## config.mk

```make
export PLATFORM = sky130hd
export DESIGN_NAME = bks_sound_ctrl
export DESIGN_NICKNAME = d
export VERILOG_FILES = /design/src/bks_pkg.sv /design/src/bks_screen_mem.sv /design/src/bks_sound_ctrl.sv
export SDC_FILE = /design/constraint.sdc
export NUM_CORES = 1
export LEC_CHECK = 0
export BUFFER_PORTS_ARGS = -buffer_cell sky130_fd_sc_hd__buf_4
export CORE_ASPECT_RATIO = 1.5
export CORE_MARGIN = 2
export CORE_UTILIZATION = 57
export DETAILED_ROUTE_END_ITERATION = 8
export MAX_ROUTING_LAYER = met4
export PLACE_DENSITY_LB_ADDON = 0.2
export SLEW_MARGIN = 30
export SYNTH_ARGS = -nofsm -noshare
export SYNTH_HDL_FRONTEND = slang
export SYNTH_HIERARCHICAL = 1
export SYNTH_SLANG_ARGS = --single-unit
```

## constraint.sdc

```tcl
create_clock -name pclk -period 2.5 [get_ports pclk]
set_clock_uncertainty 0.1 [all_clocks]
set_input_delay 0.375 -clock pclk [delete_from_list [all_inputs] [get_ports pclk]]
set_output_delay 0.375 -clock pclk [all_outputs]
set_load 0.02 [all_outputs]
```

## src/bks_pkg.sv

```systemverilog
// package: constants, register map and types of the key-click and buzzer controller
`default_nettype none
package bks_pkg;

  // clock and time base
  localparam int unsigned CLK_KHZ = 250000;
  localparam int unsigned CLICK_TIME_MS = 200;
  localparam int unsigned CLICK_CYCLES = CLICK_TIME_MS * CLK_KHZ;
  localparam int unsigned BEEP_ON_MS = 500;
  localparam int unsigned BEEP_OFF_MS = 500;
  localparam int unsigned BEEP_ON_CYCLES = BEEP_ON_MS * CLK_KHZ;
  localparam int unsigned BEEP_OFF_CYCLES = BEEP_OFF_MS * CLK_KHZ;
  localparam int CNT_W = 32;

  // apb register byte addresses
  localparam int ADDR_W = 8;
  localparam logic [ADDR_W-1:0] BUZ_CMD_ADDR = 8'h00;
  localparam logic [ADDR_W-1:0] SCREEN_SEL_ADDR = 8'h04;
  localparam logic [ADDR_W-1:0] STARTUP_ADDR = 8'h08;
  localparam logic [ADDR_W-1:0] TABLE_ADDR = 8'h0C;
  localparam logic [ADDR_W-1:0] STATUS_ADDR = 8'h10;

  // field positions
  localparam int CMD_CONT_BIT = 0;
  localparam int CMD_INTER_BIT = 1;
  localparam int CMD_STOP_BIT = 2;
  localparam int SCR_W = 8;
  localparam int SEL_BUSY_BIT = 8;
  localparam int TBL_REG_BIT = 8;
  localparam int TBL_ATTR_BIT = 9;
  localparam int TBL_INTER_BIT = 10;
  localparam int ST_CLICK_EN_BIT = 0;
  localparam int ST_MODE_LSB = 1;
  localparam int ST_PCLICK_BIT = 4;
  localparam int ST_PMODE_LSB = 5;
  localparam int ST_BUZ_BIT = 8;
  localparam int ST_NOTREG_BIT = 9;
  localparam int ST_ERR_BIT = 10;
  localparam int ST_SCRACT_BIT = 11;
  localparam int ST_HOSTACT_BIT = 12;

  // screen table entry: {intermittent, buzzer attribute, registered}
  localparam int ENT_W = 3;
  localparam int ENT_REG = 0;
  localparam int ENT_ATTR = 1;
  localparam int ENT_INTER = 2;
  localparam int SCR_DEPTH = 256;

  localparam logic [SCR_W-1:0] NO_STARTUP = 8'h00;
  localparam logic [SCR_W-1:0] DEFAULT_SCREEN = 8'h01;

  typedef enum logic [2:0] {
    MODE_ALWAYS = 3'b001,
    MODE_ERR_ONLY = 3'b010,
    MODE_OFF = 3'b100
  } bks_mode_type;

  typedef enum logic [2:0] {
    SCR_IDLE = 3'b001,
    SCR_LOOK = 3'b010,
    SCR_APPLY = 3'b100
  } bks_scr_state_type;

  localparam logic CLICK_EN_RESET = 1'b1;
  localparam bks_mode_type MODE_RESET = MODE_ALWAYS;

endpackage
`default_nettype wire

```

## src/bks_screen_mem.sv

```systemverilog
// screen attribute table: one write port, one registered read port
`timescale 1ns/100ps
`default_nettype none
module bks_screen_mem (
  input wire logic pclk, // system clock
  input wire logic presetn, // async reset, active low
  input wire logic wr_en, // write strobe
  input wire logic [bks_pkg::SCR_W-1:0] wr_addr, // entry written
  input wire logic [bks_pkg::ENT_W-1:0] wr_data, // entry value
  input wire logic [bks_pkg::SCR_W-1:0] rd_addr, // entry read
  output logic [bks_pkg::ENT_W-1:0] rd_data // entry value, one cycle later
);

  typedef struct packed {
    logic [bks_pkg::SCR_DEPTH-1:0][bks_pkg::ENT_W-1:0] mem;
    logic [bks_pkg::ENT_W-1:0] rdata;
  } bks_mem_state_type;

  bks_mem_state_type state_reg;
  bks_mem_state_type state_next;

  always_comb begin
    state_next = state_reg;
    // read sees the old entry on a same-address write
    state_next.rdata = state_reg.mem[rd_addr];
    if (wr_en) begin
      state_next.mem[wr_addr] = wr_data;
    end
  end

  always_ff @(posedge pclk or negedge presetn) begin
    if (!presetn) begin
      state_reg <= '0;
    end else begin
      state_reg <= state_next;
    end
  end

  assign rd_data = state_reg.rdata;

endmodule
`default_nettype wire

```

## src/bks_sound_ctrl.sv

```systemverilog
// key-click and buzzer controller with apb slave and screen selection
`timescale 1ns/100ps
`default_nettype none
module bks_sound_ctrl #(
  parameter int unsigned CLICK_CYCLES = bks_pkg::CLICK_CYCLES, // key click length
  parameter int unsigned BEEP_ON_CYCLES = bks_pkg::BEEP_ON_CYCLES, // intermittent on
  parameter int unsigned BEEP_OFF_CYCLES = bks_pkg::BEEP_OFF_CYCLES // intermittent off
) (
  input wire logic pclk, // system clock
  input wire logic presetn, // async reset, active low
  input wire logic psel, // apb select
  input wire logic penable, // apb enable
  input wire logic pwrite, // apb write
  input wire logic [bks_pkg::ADDR_W-1:0] paddr, // apb byte address
  input wire logic [31:0] pwdata, // apb write data
  output logic [31:0] prdata, // apb read data
  output logic pready, // apb ready
  output logic pslverr, // apb error on unmapped address
  input wire logic touch_press, // touch switch press pulse
  input wire logic touch_stop_attr, // pressed switch carries buzzer stop
  input wire logic key_sound_key, // menu key: key click setting
  input wire logic buzzer_sound_key, // menu key: buzzer setting
  input wire logic write_and_exit_key, // menu key: commit settings
  input wire logic quit_key, // menu key: drop settings
  input wire logic run_start, // pulse on entering run operation
  input wire logic error_in, // device error condition, level
  input wire logic maint_test, // maintenance buzzer check, level
  output logic buzzer_out, // buzzer drive
  output logic key_sound_out, // key click drive
  output logic not_registered_out // screen not registered indication
);

  typedef struct packed {
    logic click_en;
    bks_pkg::bks_mode_type mode;
    logic pend_click_en;
    bks_pkg::bks_mode_type pend_mode;
    logic [bks_pkg::CNT_W-1:0] click_cnt;
    logic key_sound;
    logic host_active;
    logic host_cont;
    logic host_inter;
    logic scr_active;
    logic scr_inter;
    logic err_active;
    logic err_prev;
    logic beep_on;
    logic [bks_pkg::CNT_W-1:0] beep_cnt;
    logic buzzer;
    bks_pkg::bks_scr_state_type scr_state;
    logic [bks_pkg::SCR_W-1:0] look_addr;
    logic [bks_pkg::SCR_W-1:0] cur_screen;
    logic [bks_pkg::SCR_W-1:0] startup;
    logic not_reg;
    logic [31:0] rdata;
    logic slverr;
  } bks_state_type;

  bks_state_type state_reg;
  bks_state_type state_next;

  logic [bks_pkg::ENT_W-1:0] ent;
  logic tbl_wr;
  logic setup_ph;
  logic access_ph;
  logic wr_ok;
  logic host_wr;
  logic host_stop;
  logic mapped;

  ////////////////////////////////////////////////////////////////////////////
  // apb decode

  assign setup_ph = psel && !penable;
  assign access_ph = psel && penable;
  assign pready = access_ph;
  assign mapped = (paddr == bks_pkg::BUZ_CMD_ADDR) || (paddr == bks_pkg::SCREEN_SEL_ADDR) ||
                  (paddr == bks_pkg::STARTUP_ADDR) || (paddr == bks_pkg::TABLE_ADDR) ||
                  (paddr == bks_pkg::STATUS_ADDR);
  assign wr_ok = access_ph && pwrite && !state_reg.slverr;
  assign host_wr = wr_ok && (paddr == bks_pkg::BUZ_CMD_ADDR);
  assign host_stop = host_wr && pwdata[bks_pkg::CMD_STOP_BIT];
  assign tbl_wr = wr_ok && (paddr == bks_pkg::TABLE_ADDR);

  bks_screen_mem u_mem (
    .pclk(pclk),
    .presetn(presetn),
    .wr_en(tbl_wr),
    .wr_addr(pwdata[bks_pkg::SCR_W-1:0]),
    .wr_data(pwdata[bks_pkg::TBL_INTER_BIT:bks_pkg::TBL_REG_BIT]),
    .rd_addr(state_reg.look_addr),
    .rd_data(ent)
  );

  ////////////////////////////////////////////////////////////////////////////
  // next state

  always_comb begin
    logic src_host, src_scr, src_err;
    logic want_cont, want_inter;
    logic stop_all, err_set, scr_set, req_go;
    logic [bks_pkg::SCR_W-1:0] req_scr;
    src_host = 1'b0;
    src_scr = 1'b0;
    src_err = 1'b0;
    want_cont = 1'b0;
    want_inter = 1'b0;
    stop_all = 1'b0;
    err_set = 1'b0;
    scr_set = 1'b0;
    req_scr = bks_pkg::DEFAULT_SCREEN;
    req_go = 1'b0;
    state_next = state_reg;

    // read data and error are captured in the setup cycle so prdata is a flop
    if (setup_ph) begin
      state_next.slverr = !mapped;
      state_next.rdata = 32'h00000000;
      if (!pwrite) begin
        unique case (paddr)
          bks_pkg::BUZ_CMD_ADDR: begin
            state_next.rdata[bks_pkg::CMD_CONT_BIT] = state_reg.host_cont;
            state_next.rdata[bks_pkg::CMD_INTER_BIT] = state_reg.host_inter;
            state_next.rdata[bks_pkg::CMD_STOP_BIT] = state_reg.host_active;
          end
          bks_pkg::SCREEN_SEL_ADDR: begin
            state_next.rdata[bks_pkg::SCR_W-1:0] = state_reg.cur_screen;
            state_next.rdata[bks_pkg::SEL_BUSY_BIT] = state_reg.scr_state != bks_pkg::SCR_IDLE;
          end
          bks_pkg::STARTUP_ADDR: begin
            state_next.rdata[bks_pkg::SCR_W-1:0] = state_reg.startup;
          end
          bks_pkg::STATUS_ADDR: begin
            state_next.rdata[bks_pkg::ST_CLICK_EN_BIT] = state_reg.click_en;
            state_next.rdata[bks_pkg::ST_MODE_LSB+:3] = state_reg.mode;
            state_next.rdata[bks_pkg::ST_PCLICK_BIT] = state_reg.pend_click_en;
            state_next.rdata[bks_pkg::ST_PMODE_LSB+:3] = state_reg.pend_mode;
            state_next.rdata[bks_pkg::ST_BUZ_BIT] = state_reg.buzzer;
            state_next.rdata[bks_pkg::ST_NOTREG_BIT] = state_reg.not_reg;
            state_next.rdata[bks_pkg::ST_ERR_BIT] = state_reg.err_active;
            state_next.rdata[bks_pkg::ST_SCRACT_BIT] = state_reg.scr_active;
            state_next.rdata[bks_pkg::ST_HOSTACT_BIT] = state_reg.host_active;
          end
          default: state_next.rdata = 32'h00000000;
        endcase
      end
    end

    if (wr_ok && (paddr == bks_pkg::STARTUP_ADDR)) begin
      state_next.startup = pwdata[bks_pkg::SCR_W-1:0];
    end
    if (wr_ok && (paddr == bks_pkg::STATUS_ADDR) && pwdata[bks_pkg::ST_NOTREG_BIT]) begin
      state_next.not_reg = 1'b0;
    end

    // menu settings: pending copy, committed or dropped
    if (key_sound_key) begin
      state_next.pend_click_en = !state_reg.pend_click_en;
    end
    if (buzzer_sound_key) begin
      unique case (state_reg.pend_mode)
        bks_pkg::MODE_ALWAYS: state_next.pend_mode = bks_pkg::MODE_ERR_ONLY;
        bks_pkg::MODE_ERR_ONLY: state_next.pend_mode = bks_pkg::MODE_OFF;
        bks_pkg::MODE_OFF: state_next.pend_mode = bks_pkg::MODE_ALWAYS;
        default: state_next.pend_mode = bks_pkg::MODE_ALWAYS;
      endcase
    end
    if (write_and_exit_key) begin
      state_next.click_en = state_next.pend_click_en;
      state_next.mode = state_next.pend_mode;
    end else if (quit_key) begin
      state_next.pend_click_en = state_reg.click_en;
      state_next.pend_mode = state_reg.mode;
    end

    // key click, a new press restarts the pulse
    if (touch_press && state_reg.click_en) begin
      state_next.click_cnt = bks_pkg::CNT_W'(CLICK_CYCLES - 1);
      state_next.key_sound = 1'b1;
    end else if (state_reg.click_cnt != '0) begin
      state_next.click_cnt = state_reg.click_cnt - 1'b1;
    end else begin
      state_next.key_sound = 1'b0;
    end

    // screen selection; a request while busy is dropped
    if (state_reg.scr_state == bks_pkg::SCR_IDLE) begin
      if (run_start) begin
        req_go = 1'b1;
        if (state_reg.startup == bks_pkg::NO_STARTUP) begin
          req_scr = bks_pkg::DEFAULT_SCREEN;
        end else begin
          req_scr = state_reg.startup;
        end
      end else if (wr_ok && (paddr == bks_pkg::SCREEN_SEL_ADDR)) begin
        req_go = 1'b1;
        req_scr = pwdata[bks_pkg::SCR_W-1:0];
      end
    end
    unique case (state_reg.scr_state)
      bks_pkg::SCR_IDLE: begin
        if (req_go) begin
          state_next.look_addr = req_scr;
          state_next.scr_state = bks_pkg::SCR_LOOK;
        end
      end
      bks_pkg::SCR_LOOK: begin
        state_next.scr_state = bks_pkg::SCR_APPLY;
      end
      bks_pkg::SCR_APPLY: begin
        state_next.scr_state = bks_pkg::SCR_IDLE;
        if (!ent[bks_pkg::ENT_REG]) begin
          err_set = 1'b1;
        end else begin
          state_next.cur_screen = state_reg.look_addr;
          if (ent[bks_pkg::ENT_ATTR]) begin
            scr_set = !host_wr;
            state_next.scr_inter = ent[bks_pkg::ENT_INTER];
          end else begin
            stop_all = 1'b1;
          end
        end
      end
      default: state_next.scr_state = bks_pkg::SCR_IDLE;
    endcase

    // buzzer sources: clears first, sets after them so a set wins
    state_next.err_prev = error_in;
    if (error_in && !state_reg.err_prev) begin
      err_set = 1'b1;
    end
    if (host_stop || (touch_press && touch_stop_attr)) begin
      stop_all = 1'b1;
    end
    if (stop_all) begin
      state_next.host_active = 1'b0;
      state_next.scr_active = 1'b0;
      state_next.err_active = 1'b0;
    end
    if (host_wr && !host_stop) begin
      state_next.host_cont = pwdata[bks_pkg::CMD_CONT_BIT];
      state_next.host_inter = pwdata[bks_pkg::CMD_INTER_BIT];
      state_next.host_active = pwdata[bks_pkg::CMD_CONT_BIT] || pwdata[bks_pkg::CMD_INTER_BIT];
    end
    if (scr_set) begin
      state_next.scr_active = 1'b1;
    end
    if (err_set) begin
      state_next.err_active = 1'b1;
      state_next.not_reg = state_reg.not_reg || (state_reg.scr_state == bks_pkg::SCR_APPLY &&
                           !ent[bks_pkg::ENT_REG]);
    end

    // mode gating; host pattern overrides screen pattern
    src_host = state_reg.host_active && (state_reg.mode == bks_pkg::MODE_ALWAYS);
    src_scr = state_reg.scr_active && (state_reg.mode == bks_pkg::MODE_ALWAYS);
    src_err = state_reg.err_active && (state_reg.mode != bks_pkg::MODE_OFF);
    want_cont = maint_test || src_err || (src_host && state_reg.host_cont) ||
                (!src_host && src_scr && !state_reg.scr_inter);
    want_inter = (src_host && state_reg.host_inter) || (!src_host && src_scr && state_reg.scr_inter);

    // intermittent timer restarts with the on phase whenever it is not needed
    if (!want_inter || want_cont) begin
      state_next.beep_on = 1'b1;
      state_next.beep_cnt = bks_pkg::CNT_W'(BEEP_ON_CYCLES - 1);
    end else if (state_reg.beep_cnt != '0) begin
      state_next.beep_cnt = state_reg.beep_cnt - 1'b1;
    end else begin
      state_next.beep_on = !state_reg.beep_on;
      if (state_reg.beep_on) begin
        state_next.beep_cnt = bks_pkg::CNT_W'(BEEP_OFF_CYCLES - 1);
      end else begin
        state_next.beep_cnt = bks_pkg::CNT_W'(BEEP_ON_CYCLES - 1);
      end
    end
    state_next.buzzer = want_cont || (want_inter && state_reg.beep_on);
  end

  ////////////////////////////////////////////////////////////////////////////
  // state register

  always_ff @(posedge pclk or negedge presetn) begin
    if (!presetn) begin
      state_reg <= '0;
      state_reg.click_en <= bks_pkg::CLICK_EN_RESET;
      state_reg.pend_click_en <= bks_pkg::CLICK_EN_RESET;
      state_reg.mode <= bks_pkg::MODE_RESET;
      state_reg.pend_mode <= bks_pkg::MODE_RESET;
      state_reg.scr_state <= bks_pkg::SCR_IDLE;
      state_reg.beep_on <= 1'b1;
    end else begin
      state_reg <= state_next;
    end
  end

  assign prdata = state_reg.rdata;
  assign pslverr = access_ph && state_reg.slverr;
  assign buzzer_out = state_reg.buzzer;
  assign key_sound_out = state_reg.key_sound;
  assign not_registered_out = state_reg.not_reg;

  ////////////////////////////////////////////////////////////////////////////
  // checks

  AST_CLICK_START: assert property (@(posedge pclk) disable iff (!presetn)
    touch_press && state_reg.click_en |=> key_sound_out [*2])
    else $error("key click did not start on press");
  AST_CLICK_SILENT: assert property (@(posedge pclk) disable iff (!presetn)
    !state_reg.click_en && !key_sound_out |=> !key_sound_out)
    else $error("key click sounded while disabled");
  AST_MODE_CYCLE: assert property (@(posedge pclk) disable iff (!presetn)
    buzzer_sound_key && !quit_key && state_reg.pend_mode == bks_pkg::MODE_OFF
    |=> state_reg.pend_mode == bks_pkg::MODE_ALWAYS)
    else $error("buzzer setting did not wrap to always");
  AST_OFF_SILENT: assert property (@(posedge pclk) disable iff (!presetn)
    state_reg.mode == bks_pkg::MODE_OFF && !maint_test |=> !buzzer_out)
    else $error("buzzer sounded in off mode");
  AST_ERR_ONLY: assert property (@(posedge pclk) disable iff (!presetn)
    state_reg.mode == bks_pkg::MODE_ERR_ONLY && !maint_test && !state_reg.err_active
    |=> !buzzer_out)
    else $error("error-only mode sounded without error");
  AST_HOST_CONT: assert property (@(posedge pclk) disable iff (!presetn)
    state_reg.mode == bks_pkg::MODE_ALWAYS && state_reg.host_active && state_reg.host_cont
    |=> buzzer_out)
    else $error("continuous host buzzer not on");
  AST_TEST: assert property (@(posedge pclk) disable iff (!presetn)
    maint_test |=> buzzer_out)
    else $error("buzzer test did not sound");
  AST_STOP: assert property (@(posedge pclk) disable iff (!presetn)
    host_stop |=> !state_reg.host_active && !state_reg.scr_active)
    else $error("host stop left a source active");
  AST_STARTUP: assert property (@(posedge pclk) disable iff (!presetn)
    run_start && state_reg.scr_state == bks_pkg::SCR_IDLE &&
    state_reg.startup == bks_pkg::NO_STARTUP
    |=> state_reg.look_addr == bks_pkg::DEFAULT_SCREEN ##2 state_reg.scr_state == bks_pkg::SCR_IDLE)
    else $error("startup did not fall back to screen 1");
  AST_NOTREG: assert property (@(posedge pclk) disable iff (!presetn)
    state_reg.scr_state == bks_pkg::SCR_APPLY && !ent[bks_pkg::ENT_REG]
    |=> not_registered_out && $stable(state_reg.cur_screen))
    else $error("unregistered screen not flagged");
  AST_QUIT: assert property (@(posedge pclk) disable iff (!presetn)
    quit_key && !write_and_exit_key |=> state_reg.pend_mode == $past(state_reg.mode))
    else $error("quit kept pending setting");

endmodule
`default_nettype wire

```

==> summary.md <==
| Metric | Value |
|---|---|
| P&R area growth vs syn | 17.5% |
| Classification of the worst setup path | register to register |
| Required time of the worst setup path | 2.93 ns |
| Simple-gate share of the synthesized area | 7.66% |
| Number of antenna violations at the first check in global routing | 2 |
| Met1 Usage GRT | 36.0% |
| Critical path startpoint | state_reg[50]$_DFFE_PN0P_ |
| Number of design rule violations left after detail routing | 0 |
| Synth Area in Compound Gates | 3.34% |
| Highest ir drop seen on vdd | 523 uV |
| Total vias in the final route | 28000 |
| Delay of the slowest critical-path stage | 0.53 ns |
| Cells traversed along the worst timing path | buf_12 > buf_12 > buf_6 > mux4_2 > mux4_2 > or3_1 > nand3_2 > o211ai_2 |
| Clock period minus worst slack | 2.72 ns |
| Dominant combinational cell family by area after synthesis | multiplexers |
| Adder-cell share of the synthesized area | 0.117% |
| Router iterations before antenna repair | 7 |
| Setup crit end | u_mem/rd_data[2]$_DFF_PN0_ |
| Overall power | 38.3 mW |
| Detailed-route vias per instance | 6.33 |
| Worst reg2reg path depth | 8 |
| Most used flip-flop cell after synthesis | dfrtp_1 |
| Xor/xnor cell area share of the yosys netlist | 0.613% |
| Commonest cells after routing, fill and taps aside | dfrtp_1 (886), mux2_2 (786), buf_4 (259) |
| Peak Freq | 0.367 GHz |
| GRT Overall Usage | 31.6% |
| Actual transition at the worst max-transition pin | 0.873 ns |
| Post-synthesis mux area share | 32.5% |
| Worst R2R Setup Slack | -0.22 ns |
| Maximum number of pins on one net before global-route repair | 94 |
| Routed length per instance | 26.7 um |
| # fillers | 5153 |
| Post-Synthesis Cell Area | 42800 um2 |
| Avg Synthesized Cell Area | 13.7 um2 |
| Area of all sequential standard cells | 22400 um2 |
| Register area share after synthesis | 52.3% |
| GR peak layer | met2 |
| Via count of the first global-routing pass | 30400 |
| Number of flip-flops and latches in the synthesized netlist | 895 |
| Setup crit start kind | register |
| Vert. Die Dim | 340 um |
| Max Buffers Root-to-Sink | 3 |
| Total wire length | 118000 um |
| Hold Path Stages | 4 |
| Standard-cell row count | 123 |
| Worst r2r src | state_reg[50]$_DFFE_PN0P_ |
| Remaining antenna violation count after routing | 0 |
| Iteration-0 DRC Markers | 2113 |
| IO Pins | 91 |
| Gr ovfl total | 0 |
| Number of synthesis warnings | 6 |
| H-tree depth reported by CTS | 3 |
| Setup ws final | -0.223 ns |
| Setup repair after global routing missed its margin | true |
| RePlAce Congestion | 0.906 |
| Hold Crit Class | input pin to register |
| Number of flip-flops under the largest register name | 768 |
| Share of final-layout standard cells stronger than drive strength 1 | 49.4% |
| Violations in the final reports | setup timing |
| Die extent in x | 228 um |
| DP Worst Slack | -0.537 ns |
| Number of sinks driven by the clock tree | 895 |
| Final HPWL DP | 80100 um |
| Async set-or-reset flop fraction in the synthesized netlist | 100% |
| Relative max-transition margin | 41.6% |
| Areal power density over the cells | 761 nW/um2 |
| Number of I/O port buffers | 50 |
| Static leakage power | 23.2 nW |
| Critical Path Fanout Max | 7 |
| Number of slew-limit violations in the final report | 0 |
| Data arrival time at the worst-slack endpoint | 3.15 ns |
| Initial Utilization | 57.4% |
| Multi-input combinational cell area | 19700 um2 |
| Period Utilization, post-route | 109% |
| Endpoint of the worst register-to-register path | u_mem/rd_data[2]$_DFF_PN0_ |
| Clock network latency to the later pin of the worst-skew pair | 0.67 ns |
| CTS buffer count | 84 |
| Global Route met3 Usage | 4.49% |
| Synthesized instance count | 3127 |
| Final count of negative-setup-slack endpoints | 3 |
| Critical Path Sink Type | register |
| NumNets Final | 3405 |
| Placeable core region | 74600 um2 |
| CTS tree | built |
| Wire length of the first global-routing pass | 181000 um |
| Slowest CP cell | dfrtp_4 |
| Clock root buffer | clkbuf_16 |
| Count of maximum capacitance violations | 0 |
| Total die area | 77400 um2 |
| Number of distinct library cells after synthesis | 95 |
| Clk pin slew, worst setup/hold paths | 0.07 ns |
| Status | finished, violations left |
| Global-route met2 utilization | 53.4% |
| Final-report hold violation count | 0 |
| Count of flip-flops with a built-in enable after synthesis | 0 |
| Commonest non-fill, non-tap cell in the layout | dfrtp_1 |
==> cells in the mapped netlist, drive strengths merged (16+ instances only) <==
| library cell | number | share of area, % |
|---|---|---|
| xnor2 | 26 | 0.53 |
| nor3 | 32 | 0.37 |
| nand3 | 32 | 0.39 |
| nand2 | 178 | 1.6 |
| o221ai | 16 | 0.33 |
| a22oi | 20 | 0.35 |
| mux2 | 799 | 21 |
| a21oi | 48 | 0.56 |
| buf | 108 | 2.0 |
| o21ai | 38 | 0.45 |
| or4 | 17 | 0.32 |
| dfrtp | 889 | 52 |
| or3 | 29 | 0.45 |
| nor4 | 29 | 0.56 |
| clkbuf | 142 | 1.3 |
| nor2 | 257 | 2.3 |
| mux2i | 58 | 1.4 |
| nor2b | 18 | 0.26 |
| mux4 | 190 | 10 |
| nand2b | 20 | 0.29 |
==> how the worst min path moves through the flow <==
stage,from,endpoint,slack (ns)
2_1_floorplan,presetn,buzzer_out$_DFF_PN0_,-0.02
3_3_place_gp,presetn,state_reg[125]$_DFFE_PN0P_,0.22
3_5_place_dp,presetn,state_reg[125]$_DFFE_PN0P_,0.23
4_1_cts,touch_stop_attr,state_reg[101]$_DFFE_PN0P_,0.005
5_1_grt,touch_stop_attr,state_reg[101]$_DFFE_PN0P_,0.06
6_report,touch_stop_attr,state_reg[101]$_DFFE_PN0P_,0.03
==> report_power, final <==
part	switching, mW	internal, mW
clock network	5.66	8.22
logic	5.15	4.25
registers	0.279	14.7
==> area by class of cell <==
cell class | count | share of cell area (%)
Clock buffer | 126 | 5.07
Antenna cell | 2 | 0.00994
Tap cell | 1000 | 2.49
Multi-Input combinational cell | 1987 | 39.2
Inverter | 12 | 0.0895
Timing Repair Buffer | 367 | 7.66
Sequential cell | 895 | 44.5
Clock inverter | 29 | 0.912
==> per-stage QoR <==
step                      setup TNS, ns  area, um2  utilization (%)  hold WS [ns]  cells
after global routing             -0.843      50300             67.4        0.0631   4418
after CTS                        -0.587      50000             67.0       0.00518   4404
after global placement          -254.92      46400             62.2         0.224   4219
final                            -0.644      50300             67.4        0.0284   4418
after detailed placement        -283.11      46400             62.2         0.228   4219
after floorplan                  -74.56      43500                -       -0.0206   3145
==> metal layers <==
| layer | up-vias | wire [um] | part of all wire (%) |
|---|---|---|---|
| met1 | 14900 | 43800 | 37 |
| li1 | 11800 | - | - |
| met5 | - | 0 | 0 |
| met2 | 927 | 61000 | 52 |
| met4 | 0 | 7380 | 6.3 |
| met3 | 356 | 5850 | 5.0 |
==> cell families after synthesis <==
| kind of cell | Yosys count |
|---|---|
| mux | 1047 |
| flops | 895 |
| simple gates | 680 |
| buf+inv | 263 |
| compound gates | 207 |
| xor+xnor | 30 |
| fa+ha+maj | 4 |
| other cells | 1 |
==> critical path, delay by kind of cell, from the launching register on <==
| kind | cells | cell delay, ns |
|---|---|---|
| simple gates | 2 | 0.49 |
| flops | 1 | 0.53 |
| compound gates | 1 | 0.10 |
| mux | 2 | 0.93 |
| buf+inv | 3 | 0.43 |
==> timing repair <==
item / 4_1_cts / 5_1_grt
pin swaps: 6 / 9
cloned: 2 / 4
hold endpoints to repair: 306 / 0
hold buffers: 16 / 0
setup endpoints to repair: 3 / 80
gates resized for setup: 47 / 44
buffers inserted: 12 / 8
Power figures use the tool's default switching activity.
